## config.mk

```make
export PLATFORM = sky130hd
export DESIGN_NAME = gdp_decoded_pins
export DESIGN_NICKNAME = d
export VERILOG_FILES = /design/src/verilog/gdp_pkg.sv /design/src/verilog/gdp_pin_if.sv /design/src/verilog/gdp_pin_decode.sv /design/src/verilog/gdp_decoded_pins.sv
export VERILOG_INCLUDE_DIRS = /design/src /design/src/verilog
export SDC_FILE = /design/constraint.sdc
export NUM_CORES = 1
export LEC_CHECK = 0
export BUFFER_PORTS_ARGS = -buffer_cell sky130_fd_sc_hd__buf_2
export CORE_MARGIN = 2
export CORE_UTILIZATION = 55
export DETAILED_ROUTE_END_ITERATION = 10
export HOLD_SLACK_MARGIN = 0.02
export PLACE_DENSITY = 0.76
export SLEW_MARGIN = 20
export SYNTH_ARGS = -nofsm -noshare
export SYNTH_HDL_FRONTEND = slang
export SYNTH_SLANG_ARGS = --single-unit
```

## constraint.sdc

```tcl
create_clock -name clk_i -period 2.9 [get_ports clk_i]
set_input_delay 0.435 -clock clk_i [delete_from_list [all_inputs] [get_ports clk_i]]
set_output_delay 0.435 -clock clk_i [all_outputs]
set_load 0.05 [all_outputs]
```

## src/verilog/gdp_defines.svh

```systemverilog
// Constants for the address-decoded general-purpose pin block.
// Assumes inclusion by bare name from the block's design files.
`ifndef GDP_DEFINES_SVH
`define GDP_DEFINES_SVH

// ----------------------------------------------------------------
// Configuration register indices
// ----------------------------------------------------------------
`define GDP_IDX_PIN0_ADDR_LO 8'h10
`define GDP_IDX_PIN0_CMP_HI  8'h11
`define GDP_IDX_PIN1_ADDR_LO 8'h12
`define GDP_IDX_PIN1_CMP_HI  8'h13
`define GDP_IDX_PIN0_FUNC    8'h14
`define GDP_IDX_PIN1_FUNC    8'h15
`define GDP_IDX_FIRST        8'h10
`define GDP_IDX_LAST         8'h15
`define GDP_NUM_CFG          6

// ----------------------------------------------------------------
// Reset values and writable masks
// ----------------------------------------------------------------
`define GDP_CFG_RESET        8'h00
`define GDP_INDEX_RESET      8'h00
`define GDP_CMP_HI_MASK      8'hc7
`define GDP_FULL_MASK        8'hff

// ----------------------------------------------------------------
// Field positions
// ----------------------------------------------------------------
`define GDP_AHI_MSB          2
`define GDP_AHI_LSB          0
`define GDP_CMPW_MSB         7
`define GDP_CMPW_LSB         6
`define GDP_FN_MSB           7
`define GDP_FN_LSB           5
`define GDP_CSPOL_BIT        4
`define GDP_CSRD_BIT         3
`define GDP_CSWR_BIT         2
`define GDP_OINV_BIT         1
`define GDP_IINV_BIT         0

`endif

```

## src/verilog/gdp_pkg.sv

```systemverilog
// Types shared by the decoded-pin block.
// Assumes nothing of its surroundings.
package gdp_pkg;

  // ----------------------------------------------------------------
  // Pin function codes
  // ----------------------------------------------------------------
  typedef enum logic [2:0] {
    GDP_FN_OFF   = 3'b000,
    GDP_FN_OUT   = 3'b001,
    GDP_FN_IN    = 3'b010,
    GDP_FN_BIDIR = 3'b011,
    GDP_FN_CS0   = 3'b100,
    GDP_FN_CS1   = 3'b101,
    GDP_FN_CS2   = 3'b110,
    GDP_FN_CS3   = 3'b111
  } gdp_func_t;

  // ----------------------------------------------------------------
  // State of the top module
  // ----------------------------------------------------------------
  typedef struct packed {
    logic [7:0]      index;
    logic [5:0][7:0] cfg;
    logic [1:0]      latch;
    logic [1:0]      pin_o;
    logic [1:0]      pin_oe;
    logic [7:0]      sd_o;
    logic [7:0]      sd_oe;
  } gdp_state_t;

  // Masked compare of a programmed address against the bus address.
  function automatic logic gdp_addr_match(input logic [10:0] prog,
                                          input logic [10:0] sa,
                                          input logic [1:0]  width);
    logic [10:0] mask;
    mask = 11'h7ff << width;
    return ((prog ^ sa) & mask) == 11'h000;
  endfunction : gdp_addr_match

endpackage : gdp_pkg

```

## src/verilog/gdp_pin_if.sv

```systemverilog
// Carrier between the top module and one pin decoder.
// Assumes the top drives configuration and bus levels each cycle.
`timescale 1ns/1ps

interface gdp_pin_if;
  logic [7:0]       addr_lo;
  logic [7:0]       cmp_hi;
  logic [7:0]       func_ctl;
  logic [10:0]      sa;
  logic             aen;
  logic             ior_n;
  logic             iow_n;
  logic             hit;
  logic             cs_active;
  logic             out_inv;
  logic             in_inv;
  logic             cs_high;
  gdp_pkg::gdp_func_t func;

  modport top (output addr_lo, cmp_hi, func_ctl, sa, aen, ior_n, iow_n,
               input hit, cs_active, out_inv, in_inv, cs_high, func);
  modport dec (input addr_lo, cmp_hi, func_ctl, sa, aen, ior_n, iow_n,
               output hit, cs_active, out_inv, in_inv, cs_high, func);
endinterface : gdp_pin_if

```

## src/verilog/gdp_pin_decode.sv

```systemverilog
// Address decoder and field splitter for one decoded pin.
// Assumes bus inputs are synchronous and the caller registers results.
`timescale 1ns/1ps
`include "gdp_defines.svh"

module gdp_pin_decode (
  gdp_pin_if.dec pif
);

  logic [10:0] prog_addr;
  logic [1:0]  width;
  logic        qual_rd;
  logic        qual_wr;
  logic        strobe_ok;

  // ----------------------------------------------------------------
  // Address compare
  // ----------------------------------------------------------------
  // High address bits.
  // Low byte and high bits form the eleven-bit match address.
  assign prog_addr = {pif.cmp_hi[`GDP_AHI_MSB:`GDP_AHI_LSB], pif.addr_lo};
  // Compare width picks how many low bits are ignored.
  assign width     = pif.cmp_hi[`GDP_CMPW_MSB:`GDP_CMPW_LSB];
  // A hit needs the address enable low and a masked match.
  assign pif.hit   = ~pif.aen & gdp_pkg::gdp_addr_match(prog_addr, pif.sa, width);

  // ----------------------------------------------------------------
  // Function fields
  // ----------------------------------------------------------------
  // The top three bits pick the pin function.
  assign pif.func    = gdp_pkg::gdp_func_t'(pif.func_ctl[`GDP_FN_MSB:`GDP_FN_LSB]);
  // Polarity of the chip select.
  assign pif.cs_high = pif.func_ctl[`GDP_CSPOL_BIT];
  // Inversion of bus-to-pin and pin-to-bus paths.
  assign pif.out_inv = pif.func_ctl[`GDP_OINV_BIT];
  assign pif.in_inv  = pif.func_ctl[`GDP_IINV_BIT];

  // Strobe qualification: none, write, read, or either strobe.
  assign qual_rd   = pif.func_ctl[`GDP_CSRD_BIT];
  assign qual_wr   = pif.func_ctl[`GDP_CSWR_BIT];
  assign strobe_ok = (~qual_rd & ~qual_wr)
                   | (qual_wr & ~pif.iow_n)
                   | (qual_rd & ~pif.ior_n);
  assign pif.cs_active = pif.hit & strobe_ok;

endmodule : gdp_pin_decode

```

## src/verilog/gdp_decoded_pins.sv

```systemverilog
// Top of the address-decoded general-purpose pin block.
// Assumes ISA-side signals synchronous to clk_i; the pad logic resolves
// the pins and the data bus from the output enables.
//
// Behaviour
// - Config registers 10h-15h reached via index then data port in extended mode.
// - All pin configuration registers reset to zero; pins inactive.
// - Index 10h holds pin zero match address bits 7-0.
// - Index 11h bits 2-0 hold pin zero address bits 10-8; 5-3 reserved.
// - Index 11h bits 7-6 set how many low address bits pin zero ignores.
// - Pin one address sits in index 12h and index 13h bits 2-0.
// - Index 13h bits 7-6 set pin one compare width alike.
// - Index 14h bits 7-5 select pin zero function; 000 tri-states it.
// - Function 001 puts data bit onto pin on matching write.
// - Function 010 puts pin level onto data bit on matching read.
// - Function 011 passes both directions on matching cycles.
// - Function 1xx makes pin a chip select on address match.
// - Bit 4 sets chip select polarity: 0 low, 1 high active.
// - Bits 3-2 qualify chip select with none, write, read, either strobe.
// - Bit 1 inverts bus-to-pin path, bit 0 inverts pin-to-bus path.
// - Index 15h configures pin one with identical encodings.
`timescale 1ns/1ps
`include "gdp_defines.svh"

module gdp_decoded_pins #(
  parameter logic [10:0] INDEX_PORT_ADDR = 11'h100,
  parameter logic [10:0] DATA_PORT_ADDR  = 11'h101
) (
  input  wire logic        clk_i,
  input  wire logic        rstn_i,
  input  wire logic        ext_mode_i,
  input  wire logic        aen_i,
  input  wire logic        ior_n_i,
  input  wire logic        iow_n_i,
  input  wire logic [10:0] sa_i,
  input  wire logic [7:0]  sd_i,
  output logic      [7:0]  sd_o,
  output logic      [7:0]  sd_oe_o,
  input  wire logic [1:0]  pin_i,
  output logic      [1:0]  pin_o,
  output logic      [1:0]  pin_oe_o
);

  // ----------------------------------------------------------------
  // State and helper functions
  // ----------------------------------------------------------------
  gdp_pkg::gdp_state_t state;
  gdp_pkg::gdp_state_t next_state;

  // True when an index falls on one of this block's registers.
  function automatic logic cfg_owned(input logic [7:0] idx);
    return (idx >= `GDP_IDX_FIRST) && (idx <= `GDP_IDX_LAST);
  endfunction : cfg_owned

  // Slot of a register in the storage array.
  function automatic logic [2:0] cfg_slot(input logic [7:0] idx);
    logic [7:0] diff;
    diff = idx - `GDP_IDX_FIRST;
    return diff[2:0];
  endfunction : cfg_slot

  // Writable bits of a register; reserved bits stay zero.
  function automatic logic [7:0] cfg_mask(input logic [7:0] idx);
    logic [7:0] m;
    m = `GDP_FULL_MASK;
    if (idx == `GDP_IDX_PIN0_CMP_HI || idx == `GDP_IDX_PIN1_CMP_HI) begin
      m = `GDP_CMP_HI_MASK;
    end
    return m;
  endfunction : cfg_mask

  // ----------------------------------------------------------------
  // Pin decoders
  // ----------------------------------------------------------------
  gdp_pin_if pif0 ();
  gdp_pin_if pif1 ();

  assign pif0.addr_lo  = state.cfg[cfg_slot(`GDP_IDX_PIN0_ADDR_LO)];
  assign pif0.cmp_hi   = state.cfg[cfg_slot(`GDP_IDX_PIN0_CMP_HI)];
  assign pif0.func_ctl = state.cfg[cfg_slot(`GDP_IDX_PIN0_FUNC)];
  assign pif0.sa       = sa_i;
  assign pif0.aen      = aen_i;
  assign pif0.ior_n    = ior_n_i;
  assign pif0.iow_n    = iow_n_i;

  assign pif1.addr_lo  = state.cfg[cfg_slot(`GDP_IDX_PIN1_ADDR_LO)];
  assign pif1.cmp_hi   = state.cfg[cfg_slot(`GDP_IDX_PIN1_CMP_HI)];
  assign pif1.func_ctl = state.cfg[cfg_slot(`GDP_IDX_PIN1_FUNC)];
  assign pif1.sa       = sa_i;
  assign pif1.aen      = aen_i;
  assign pif1.ior_n    = ior_n_i;
  assign pif1.iow_n    = iow_n_i;

  gdp_pin_decode u_dec0 (
    .pif (pif0)
  );

  gdp_pin_decode u_dec1 (
    .pif (pif1)
  );

  // ----------------------------------------------------------------
  // Configuration port decode
  // ----------------------------------------------------------------
  logic cfg_cycle;
  logic idx_wr;
  logic idx_rd;
  logic dat_wr;
  logic dat_rd;

  // Ports answer only in extended mode with address enable low.
  assign cfg_cycle = ext_mode_i & ~aen_i;
  assign idx_wr    = cfg_cycle & ~iow_n_i & (sa_i == INDEX_PORT_ADDR);
  assign idx_rd    = cfg_cycle & ~ior_n_i & (sa_i == INDEX_PORT_ADDR);
  assign dat_wr    = cfg_cycle & ~iow_n_i & (sa_i == DATA_PORT_ADDR) & cfg_owned(state.index);
  assign dat_rd    = cfg_cycle & ~ior_n_i & (sa_i == DATA_PORT_ADDR) & cfg_owned(state.index);

  // ----------------------------------------------------------------
  // Next-state logic
  // ----------------------------------------------------------------
  // Computes registers, pin drive and bus drive for the next edge.
  always_comb begin
    logic [7:0] mask;
    logic       hit_wr [2];
    logic       hit_rd [2];
    logic       cs_act [2];
    logic       cs_hi  [2];
    logic       oinv   [2];
    logic       iinv   [2];
    gdp_pkg::gdp_func_t fn [2];
    mask       = cfg_mask(state.index);
    next_state = state;
    next_state.sd_o  = 8'h00;
    next_state.sd_oe = 8'h00;

    hit_wr[0] = pif0.hit & ~iow_n_i;
    hit_rd[0] = pif0.hit & ~ior_n_i;
    cs_act[0] = pif0.cs_active;
    cs_hi[0]  = pif0.cs_high;
    oinv[0]   = pif0.out_inv;
    iinv[0]   = pif0.in_inv;
    fn[0]     = pif0.func;
    hit_wr[1] = pif1.hit & ~iow_n_i;
    hit_rd[1] = pif1.hit & ~ior_n_i;
    cs_act[1] = pif1.cs_active;
    cs_hi[1]  = pif1.cs_high;
    oinv[1]   = pif1.out_inv;
    iinv[1]   = pif1.in_inv;
    fn[1]     = pif1.func;

    // Index port write selects the register.
    if (idx_wr) begin
      next_state.index = sd_i;
    end
    // Data port write keeps reserved bits at zero.
    if (dat_wr) begin
      next_state.cfg[cfg_slot(state.index)] = sd_i & mask;
    end

    // Each pin k works on data bit k.
    for (int k = 0; k < 2; k++) begin
      unique case (fn[k])
        gdp_pkg::GDP_FN_OFF: begin
          next_state.pin_oe[k] = 1'b0;
        end
        // Latch data bit on matching write.
        gdp_pkg::GDP_FN_OUT: begin
          if (hit_wr[k]) begin
            next_state.latch[k] = sd_i[k] ^ oinv[k];
          end
          next_state.pin_oe[k] = 1'b1;
          next_state.pin_o[k]  = hit_wr[k] ? (sd_i[k] ^ oinv[k]) : state.latch[k];
        end
        // Pin level onto bus on matching read.
        gdp_pkg::GDP_FN_IN: begin
          next_state.pin_oe[k] = 1'b0;
          if (hit_rd[k]) begin
            next_state.sd_o[k]  = pin_i[k] ^ iinv[k];
            next_state.sd_oe[k] = 1'b1;
          end
        end
        gdp_pkg::GDP_FN_BIDIR: begin
          next_state.pin_oe[k] = hit_wr[k];
          next_state.pin_o[k]  = sd_i[k] ^ oinv[k];
          if (hit_rd[k]) begin
            next_state.sd_o[k]  = pin_i[k] ^ iinv[k];
            next_state.sd_oe[k] = 1'b1;
          end
        end
        gdp_pkg::GDP_FN_CS0, gdp_pkg::GDP_FN_CS1,
        gdp_pkg::GDP_FN_CS2, gdp_pkg::GDP_FN_CS3: begin
          next_state.pin_oe[k] = 1'b1;
          next_state.pin_o[k]  = cs_hi[k] ? cs_act[k] : ~cs_act[k];
        end
      endcase
    end

    // Configuration reads take the bus over any pin read.
    if (idx_rd) begin
      next_state.sd_o  = state.index;
      next_state.sd_oe = 8'hff;
    end else if (dat_rd) begin
      next_state.sd_o  = state.cfg[cfg_slot(state.index)];
      next_state.sd_oe = 8'hff;
    end
  end

  // ----------------------------------------------------------------
  // State register
  // ----------------------------------------------------------------
  // Everything clears on reset.
  always_ff @(posedge clk_i or negedge rstn_i) begin
    if (!rstn_i) begin
      state.index  <= `GDP_INDEX_RESET;
      state.cfg    <= {`GDP_NUM_CFG{`GDP_CFG_RESET}};
      state.latch  <= 2'h0;
      state.pin_o  <= 2'h0;
      state.pin_oe <= 2'h0;
      state.sd_o   <= 8'h00;
      state.sd_oe  <= 8'h00;
    end else begin
      state <= next_state;
    end
  end

  // Outputs come straight from the state register.
  assign sd_o     = state.sd_o;
  assign sd_oe_o  = state.sd_oe;
  assign pin_o    = state.pin_o;
  assign pin_oe_o = state.pin_oe;

endmodule : gdp_decoded_pins

```

# Yosys cells after proc, flatten, opt, wreduce, memory -nomap -nowiden
# Cells that the tools add are included.
op_classes:
  add_sub_neg: 1
  n_lt_le_gt_ge: 4
  n_eq_ne: 18
  shifts: 2
  muxes: 24
  bitwise: 45
  reduce_logical: 17
ops:
  columns: ["cell", "count"]
  rows:
  - ["bitwise mux 48 bit", 1]
  - ["two-way mux 16 bit", 2]
  - ["binary-select mux 8 bit (select 3 bit)", 1]
  - ["demux 8 bit (select 3 bit)", 1]
  - ["equality test 3 bit, second input constant", 8]
  - ["bitwise AND 1 bit", 23]
  - ["bitwise AND 11 bit", 2]
  - ["equality test 11 x 9 -> 1 bit, second input constant", 2]
  - ["zero test 11 bit", 2]
  - ["<< shifter 11 x 2 -> 11 bit, first input constant", 2]
  - ["XOR 11 bit", 2]
  - ["equality test 8 x 5 -> 1 bit, second input constant", 2]
  - ["two-way mux 8 bit", 2]
  - ["equality test 3 x 2 -> 1 bit, second input constant", 4]
  - ["two-way mux 1 bit", 12]
  - ["case mux 1 bit (3 select lines)", 4]
  - ["OR reduction 5 bit", 2]
  - ["NOT 1 bit", 9]
  - ["bitwise AND 8 bit", 1]
  - [">= comparator 8 x 5 -> 1 bit, second input constant", 1]
  - ["<= comparator 8 x 5 -> 1 bit, second input constant", 1]
  - ["OR reduction 2 bit", 4]
  - ["OR reduction 4 bit", 2]
  - ["equality test 3 x 1 -> 1 bit, second input constant", 2]
  - ["10 further kinds", 19]
word_totals:
  regBits: 78
  input_bits: 27
  elab_cells: 125

# Depth between registers and ports, before layout
# Gate-level depths: netlist of the first run.
depth:
  depth_word: 9
  depth_mapped: 7
  ltp_nobuf: 7

# Modules after synthesis
# A second synthesis of the first run with hierarchy kept.
hier_totals:
  hier_cells: 338
  area_unflattened_um2: 4037.6
modules_own_cells:
  columns: ["mod", "instances", "cells_per_inst", "area_per_inst_um2", "seq_area_each_um2"]
  rows:
  - ["gdp_decoded_pins", 1, 280, 3597.2, 1826.8]
  - ["gdp_pin_decode", 2, 29, 220.2, 0.0]

# Least setup slack after synthesis of the first run
# No wires, ideal clock.
synth_timing:
  kind: "input to register"
  from: "input sa_i[3]"
  to: "register state (netlist bit pif0.addr_lo[0])"
  setup_ns: 0.125
  arrival_time_ns: 1.990
  required_ns: 2.775
  slack_ns: 0.786
  cell_stages: 6
  path_buffers: 0
  path_cell_list: "nor4_1 nand3_1 nor3_2 nand2_1 nor3_4 mux2_2"
synth_between:
  elab_chain_len: 3
synth_lines:
  columns: ["element", "line", "rtl"]
  rows:
  - ["from (decl)", "gdp_decoded_pins.sv:35", "input wire logic [10:0] sa_i,"]
  - ["equality test 11 x 9 -> 1 bit", "gdp_decoded_pins.sv:115", "assign dat_wr = cfg_cycle & ~iow_n_i & (sa_i == DATA_PORT_ADDR) & cfg_owned(state.index);"]
  - ["bitwise AND 1 bit (2 in series)", "gdp_decoded_pins.sv:115", null]
  - ["to (signal assigned)", "gdp_decoded_pins.sv:222", "state <= next_state;"]
  - ["to (decl)", "gdp_decoded_pins.sv:47", "gdp_pkg::gdp_state_t state;"]
# Every way passes these cells.
# A chain may end at the register's enable or synchronous reset.

# Worst setup path in the final report of the first run
layout_timing:
  from: "register state[73] (netlist bit)"
  to: "register state (netlist bit pif0.addr_lo[4])"
layout_between:
  elab_chain_len: 5
layout_lines:
  columns: ["element"]
  rows:
  - ["parallel branches: the longest is 5 deep, another holds >= comparator 8 x 5 -> 1 bit"]
# Several ways; the timed one is not identified.

==> impl_metrics.tcl, run 1 <==
set metrics [dict create \
    core_um2 6720 \
    port_buffers 46 \
    ant_nets 0 \
    critPathArrivalTime_ps 2740 \
    timing.rr.end "pif0.addr_lo[4]" \
    placed_area_um2 3990 \
    period_needed_ps 2520 \
    synth_edf_count 0 \
    synth_area_leaders "dfrtp_1, mux2_2, xor2_1, mux4_2, buf_4" \
    finalSetupTns_ps 0 \
    grt_pass1_vias 2433 \
    num_vias 2531 \
    die_x_um 87.0 \
    r2r_slack_ps 380 \
    critical_path_class "flip-flop to flip-flop" \
    start_util_pct 56.3 \
    viasPerCell 5.97 \
    diodes 0 \
    yosys.area.top_type "dfrtp_1" \
    yosysMostFrequentCell "dfrtp_1" \
    ys_async_sr_fraction_pct 100 \
    r2r_cells 6 \
    track_usage_pct 23.9 \
    synth_seq_area_share_pct 48.3 \
    syn-cell-area_um2 3780 \
    max_freq_mhz 397 \
    hold_viol_final 0 \
    ys_warn_count 0 \
    p_leak_nw 2.05 \
    place_hpwl_um 5960 \
    cts.reportedPaths.clkPinSlew_ps 70 \
    cts-root-buf "clkbuf_8" \
    drv_slew 0 \
    worstMarginPinSlew_ps 1060 \
    ys_types 39 \
    antenna_found_initial 0 \
    post_drt_wl_per_cell_um 19.1 \
    syn_to_final_growth_pct 9.95 \
    drc 0 \
    cp_data_required_time_ps 3120 \
    cts_sinks 73 \
    first_iter_violations 176 \
    grt_pass1_wl_um 13400 \
    outcome "finished, final reports clean" \
    die_h_um 87.0 \
    io_pins 47 \
    gp_congestion 0.861 \
    ctsResizeCount 0 \
    fin_area_um2 4160 \
    syn_nets 332 \
    reg2reg_from "state[73]" \
    skew_ps 8.47 \
    synth_seq_cells 73 \
    rows 30 \
    synth.avg_cell_area_um2 12.4 \
    syn-instance-count 305 \
    wl_um 8120 \
    setup_viol 0 \
    tritoncts "yes" \
    cp_max_fo 8 \
    peakVddDrop_v 0.000232 \
    cap_violations 0 \
    clockBufferDepth 2 \
    rsz0062_at_grt "no" \
    p_total_mw 1.81 \
    multi_input_area_um2 1760 \
    period_share_pct 87.0 \
    final_core_util_pct 61.9 \
    cp-end-kind "flip-flop" \
    seq_area_um2 1830 \
    firstDrtPassIters 4 \
    grt.overflow.total 0 \
    post-cts-setup-buffers 0 \
    start_kind "flip-flop" \
    synth_flop_cell "dfrtp_1" \
    maxSlewHeadroom_pct 29.3 \
    htreeDepth 3 \
    holdBufCountCts 0 \
    num-fill-cells 545 \
    power_density_nw_per_um2 434 \
    drive_gt1_share_pct 36.9 \
    synth_top_area_share_pct 48.3 \
    synth_commonest_cells "dfrtp_1, mux2_2, xor2_1" \
    insertion_delay_ps 340 \
    hold_path.class "input port to asynchronous set/reset pin" \
    cts_buffers 9 \
    fin_nets 368 \
    grt_start_max_net_pins 42 \
    die-area_um2 7560 \
]
==> power by group <==
group          switching, mW  leakage, nW  internal, mW
clock network          0.356       0.0871         0.345
registers           0.000928         1.00          1.02
logic                 0.0583        0.963        0.0297
total                  0.415         2.05          1.39
==> flip-flops by register name, indices dropped and copies added (netlist names) <==
name and cells:
pin_o 2, pif0.cmp_hi 8, pif1.addr_lo 8, pif1.cmp_hi 8
pin_oe_o 2, sd_o 8, pif1.func_ctl 8, sd_oe_o 3
pif0.func_ctl 8, pif0.addr_lo 8, state 10
==> cell type report <==
cell class / instances / share of cell area, %
Clock inverter: 3 / 0.421
Inverter: 4 / 0.361
Tap cell: 80 / 2.41
Multi-Input combinational cell: 201 / 42.4
Timing Repair Buffer: 52 / 6.92
Sequential cell: 73 / 43.9
Clock buffer: 11 / 3.64
==> critical path: stages, from the launching register on <==
cell	delay, ps
dfrtp_1	410
nor4_1	510
o2111ai_1	270
nor3_2	280
nand2_1	190
nor3_4	360
mux2_2	380
==> per-layer routing <==
| metal | GRT usage (%) | vias up | routed length [µm] |
|---|---|---|---|
| met5 | 0 | - | 0 |
| met4 | 5.26 | 0 | 53 |
| met3 | 4.55 | 5 | 565 |
| met2 | 36.7 | 93 | 3860 |
| met1 | 35.5 | 1282 | 3640 |
| li1 | - | 1151 | - |
==> cell families after synthesis <==
kind of cell / synth area share [%]
flip-flops: 48.3
multiplexers: 22.9
AO/OA/AOI/OAI: 6.12
XOR/XNOR: 6.48
AND/OR/NAND/NOR: 11.1
buffers and inverters: 5.16
==> cell usage in the layout, fill, tap and decap left out, types with 5 or more instances in the layout <==
cell	n
a21oi_1	6
a22o_1	5
and2_1	6
buf_2	46
buf_4	5
clkbuf_8	11
dfrtp_1	73
mux2_1	10
mux2_2	43
mux2i_1	9
mux4_2	8
nand2_1	17
nand3_1	7
nor2_1	6
nor3_1	5
o21ai_0	10
xnor2_1	6
xor2_1	22
==> stage by stage <==
stage | cells | setup slack, ps | hold slack, ps
floorplan | 305 | 786 | 139
global placement | 410 | 418 | 477
detailed placement | 410 | 374 | 491
CTS | 424 | 387 | 181
global route | 424 | 202 | 228
finish | 424 | 378 | 169
==> worst max path at each step <==
| stage | start | to | cells past startpoint |
|---|---|---|---|
| detailed placement | sa_i[3] | pif0.addr_lo[6] | 7 |
| global placement | sa_i[3] | pif0.addr_lo[3] | 7 |
| CTS | state[73] | pif0.addr_lo[4] | 6 |
| floorplan | sa_i[3] | pif0.addr_lo[0] | 6 |
| global route | state[77] | pif0.func_ctl[0] | 6 |
| finish | state[73] | pif0.addr_lo[4] | 6 |
No activity file was read; power rests on OpenSTA's default activity.
==> inputs of run 2 (changes only) <==
Settings changed: ABC_AREA set to 1.
==> run 2 against run 1 <==
Effect of this change:
- critical path depth grew 1
- sequential power hardly changed
- final area is 7.5% higher
- worst setup slack improved by 120 ps
- critical endpoint is now pif1.cmp_hi[2]
==> impl_metrics.tcl, run 2 <==
set metrics [dict create \
    outcome "finished, final reports clean" \
    p_leak_nw 2.25 \
    insertion_delay_ps 360 \
    synth_flop_cell "dfrtp_1" \
    hold_viol_final 0 \
    cp-end-kind "flip-flop" \
    die_x_um 91.4 \
    die-area_um2 8350 \
    hold_path.class "input port to asynchronous set/reset pin" \
    gp_congestion 0.981 \
    drv_slew 0 \
    synthXorXnorAreaFrac_pct 1.25 \
    start_kind "flip-flop" \
    die_h_um 91.4 \
    firstDrtPassIters 5 \
    finalSetupTns_ps 0 \
    fin_ws_ps 498 \
    regMostFlops "state" \
    syn_to_final_growth_pct 6.56 \
    ys_async_sr_fraction_pct 100 \
    grt_pass1_wl_um 18000 \
    viasPerCell 5.59 \
    syn-instance-count 529 \
    largest_reg_flops 10 \
    r2r_slack_ps 500 \
    pre_cts_slack_ps 546 \
    synth_top_family_by_area "simple AND/OR/NAND/NOR gates" \
    crit_start "state[70]" \
    ys_types 43 \
    reg2reg_from "state[70]" \
    yosys.area.top_type "dfrtp_1" \
    syn-cell-area_um2 4200 \
    period_share_pct 82.8 \
    io_pins 47 \
    diodes 0 \
    synth.avg_cell_area_um2 7.94 \
    wl_um 11100 \
    synth_edf_count 0 \
    drc 0 \
    critPathArrivalTime_ps 2620 \
    cp_data_required_time_ps 3120 \
    cts-root-buf "clkbuf_8" \
    htreeDepth 3 \
    holdBufCountCts 0 \
    clockBufferDepth 2 \
    period_needed_ps 2400 \
    grt_start_max_net_pins 74 \
    critical_path_class "flip-flop to flip-flop" \
    synth_compound_gate_area_share_pct 14.4 \
    start_util_pct 57.3 \
    post-cts-setup-buffers 0 \
    core_um2 7330 \
    cts_buffers 9 \
    ys_warn_count 0 \
    yosysMostFrequentCell "nand2_1" \
    fin_nets 578 \
    cp_max_fo 17 \
    final_cell_mix "nand2_1, dfrtp_1, inv_1" \
    setup_viol 0 \
    post_drt_wl_per_cell_um 17.0 \
    peakVddDrop_v 0.000212 \
    placed_area_um2 4300 \
    fin_area_um2 4470 \
    synth-simple-area-share_pct 27.8 \
    crit_chain "nand2_4 > inv_2 > a21oi_1 > nor3_2 > nand4_1 > nand2_1 > o21ai_1" \
    max_freq_mhz 416 \
    drive_gt1_share_pct 20.5 \
    worstMarginPinSlew_ps 923 \
    cts.reportedPaths.clkPinSlew_ps 70 \
    rows 31 \
    synth_top_area_share_pct 43.5 \
    power_density_nw_per_um2 413 \
    ant_nets 0 \
    maxSlewHeadroom_pct 38.4 \
    ctsResizeCount 0 \
    synth_seq_cells 73 \
    layout_commonest_cell "nand2_1" \
    place_hpwl_um 8250 \
    critical-path-slowest-cell "dfrtp_1" \
    num_vias 3661 \
    synthMuxAreaShare_pct 1.04 \
    whs_ps 205 \
    rsz0062_at_grt "no" \
    track_usage_pct 28.4 \
    cap_violations 0 \
    synth_area_leaders "dfrtp_1, nand2_1, inv_1, buf_4, o21ai_1" \
    final_core_util_pct 61.0 \
    port_buffers 46 \
    synth_seq_area_share_pct 43.5 \
    synth_commonest_cells "nand2_1, dfrtp_1, inv_1" \
    tritoncts "yes" \
    syn_nets 556 \
    cpPeakStageDelay_ps 790 \
    antenna_found_initial 0 \
    grt.overflow.total 0 \
    synthAdderAreaFrac_pct 0 \
    skew_ps 15.1 \
    first_iter_violations 385 \
    grt_pass1_vias 3381 \
    cts_sinks 73 \
]
[run 2: changes by cell type in the layout (fill, tap and decap cells not counted), moves of 14 or more]
cell and delta:
mux2_2 -40, nand3_1 +20, nor2_1 +24, xor2_1 -22
inv_2 +14, inv_1 +45, nand2_1 +140, o21ai_1 +30
[run 2: cell type report]
cell class                      instances  area, µm²
Sequential cell                        73       1830
Tap cell                               99        124
Clock buffer                           10        128
Fill cell                             662       2860
Multi-Input combinational cell        355       1870
Inverter                               66        251
Timing Repair Buffer                   46        233
Clock inverter                          6       43.8
[run 2: cell families (layout without fill, tap and decap cells)]
family / after synthesis / after routing
and+or+nand+nor: 250 / 250
buffers and inverters: 101 / 128
AOI/OAI and AO/OA: 95 / 95
DFF: 73 / 73
xor gates and xnor gates: 6 / 6
muxes: 4 / 4
[run 2: routing by layer]
metal / track usage [%] / vias up / routed length [µm]
met1: 40.8 / 1683 / 4800
li1: - / 1758 / -
met3: 5.48 / 28 / 1100
met2: 41.9 / 192 / 4860
met5: 0 / - / 0
met4: 12.5 / 0 / 369
[run 2: final timing paths]
path,cells past startpoint,endpoint
min reg2reg,2,pif0.cmp_hi[5]
max,7,pif1.cmp_hi[2]
max reg2reg,7,pif1.cmp_hi[2]
min,1,pif1.addr_lo[6]
max in group asynchronous,1,state[74]
min in group clk_i,2,state[75]
[run 2: worst max-delay path, delay by kind of cell (launching register included)]
kind            cells  cell delay [ps]
buf+inv             1              260
flops               1              790
compound gates      2              210
simple gates        4             1000
[run 2: power by group]
part / internal [mW] / switching (mW) / leakage (nW)
combinational: 0.0295 / 0.0859 / 1.15
clock: 0.313 / 0.399 / 0.0866
sequential: 1.02 / 0.000600 / 1.01
total: 1.36 / 0.486 / 2.25
[run 2: per-stage QoR]
stage,std cells,total power [mW]
after CTS,655,1.86
after global routing,655,1.92
final,655,1.85
after floorplan,529,1.08
after detailed placement,639,1.15
after global placement,639,1.15
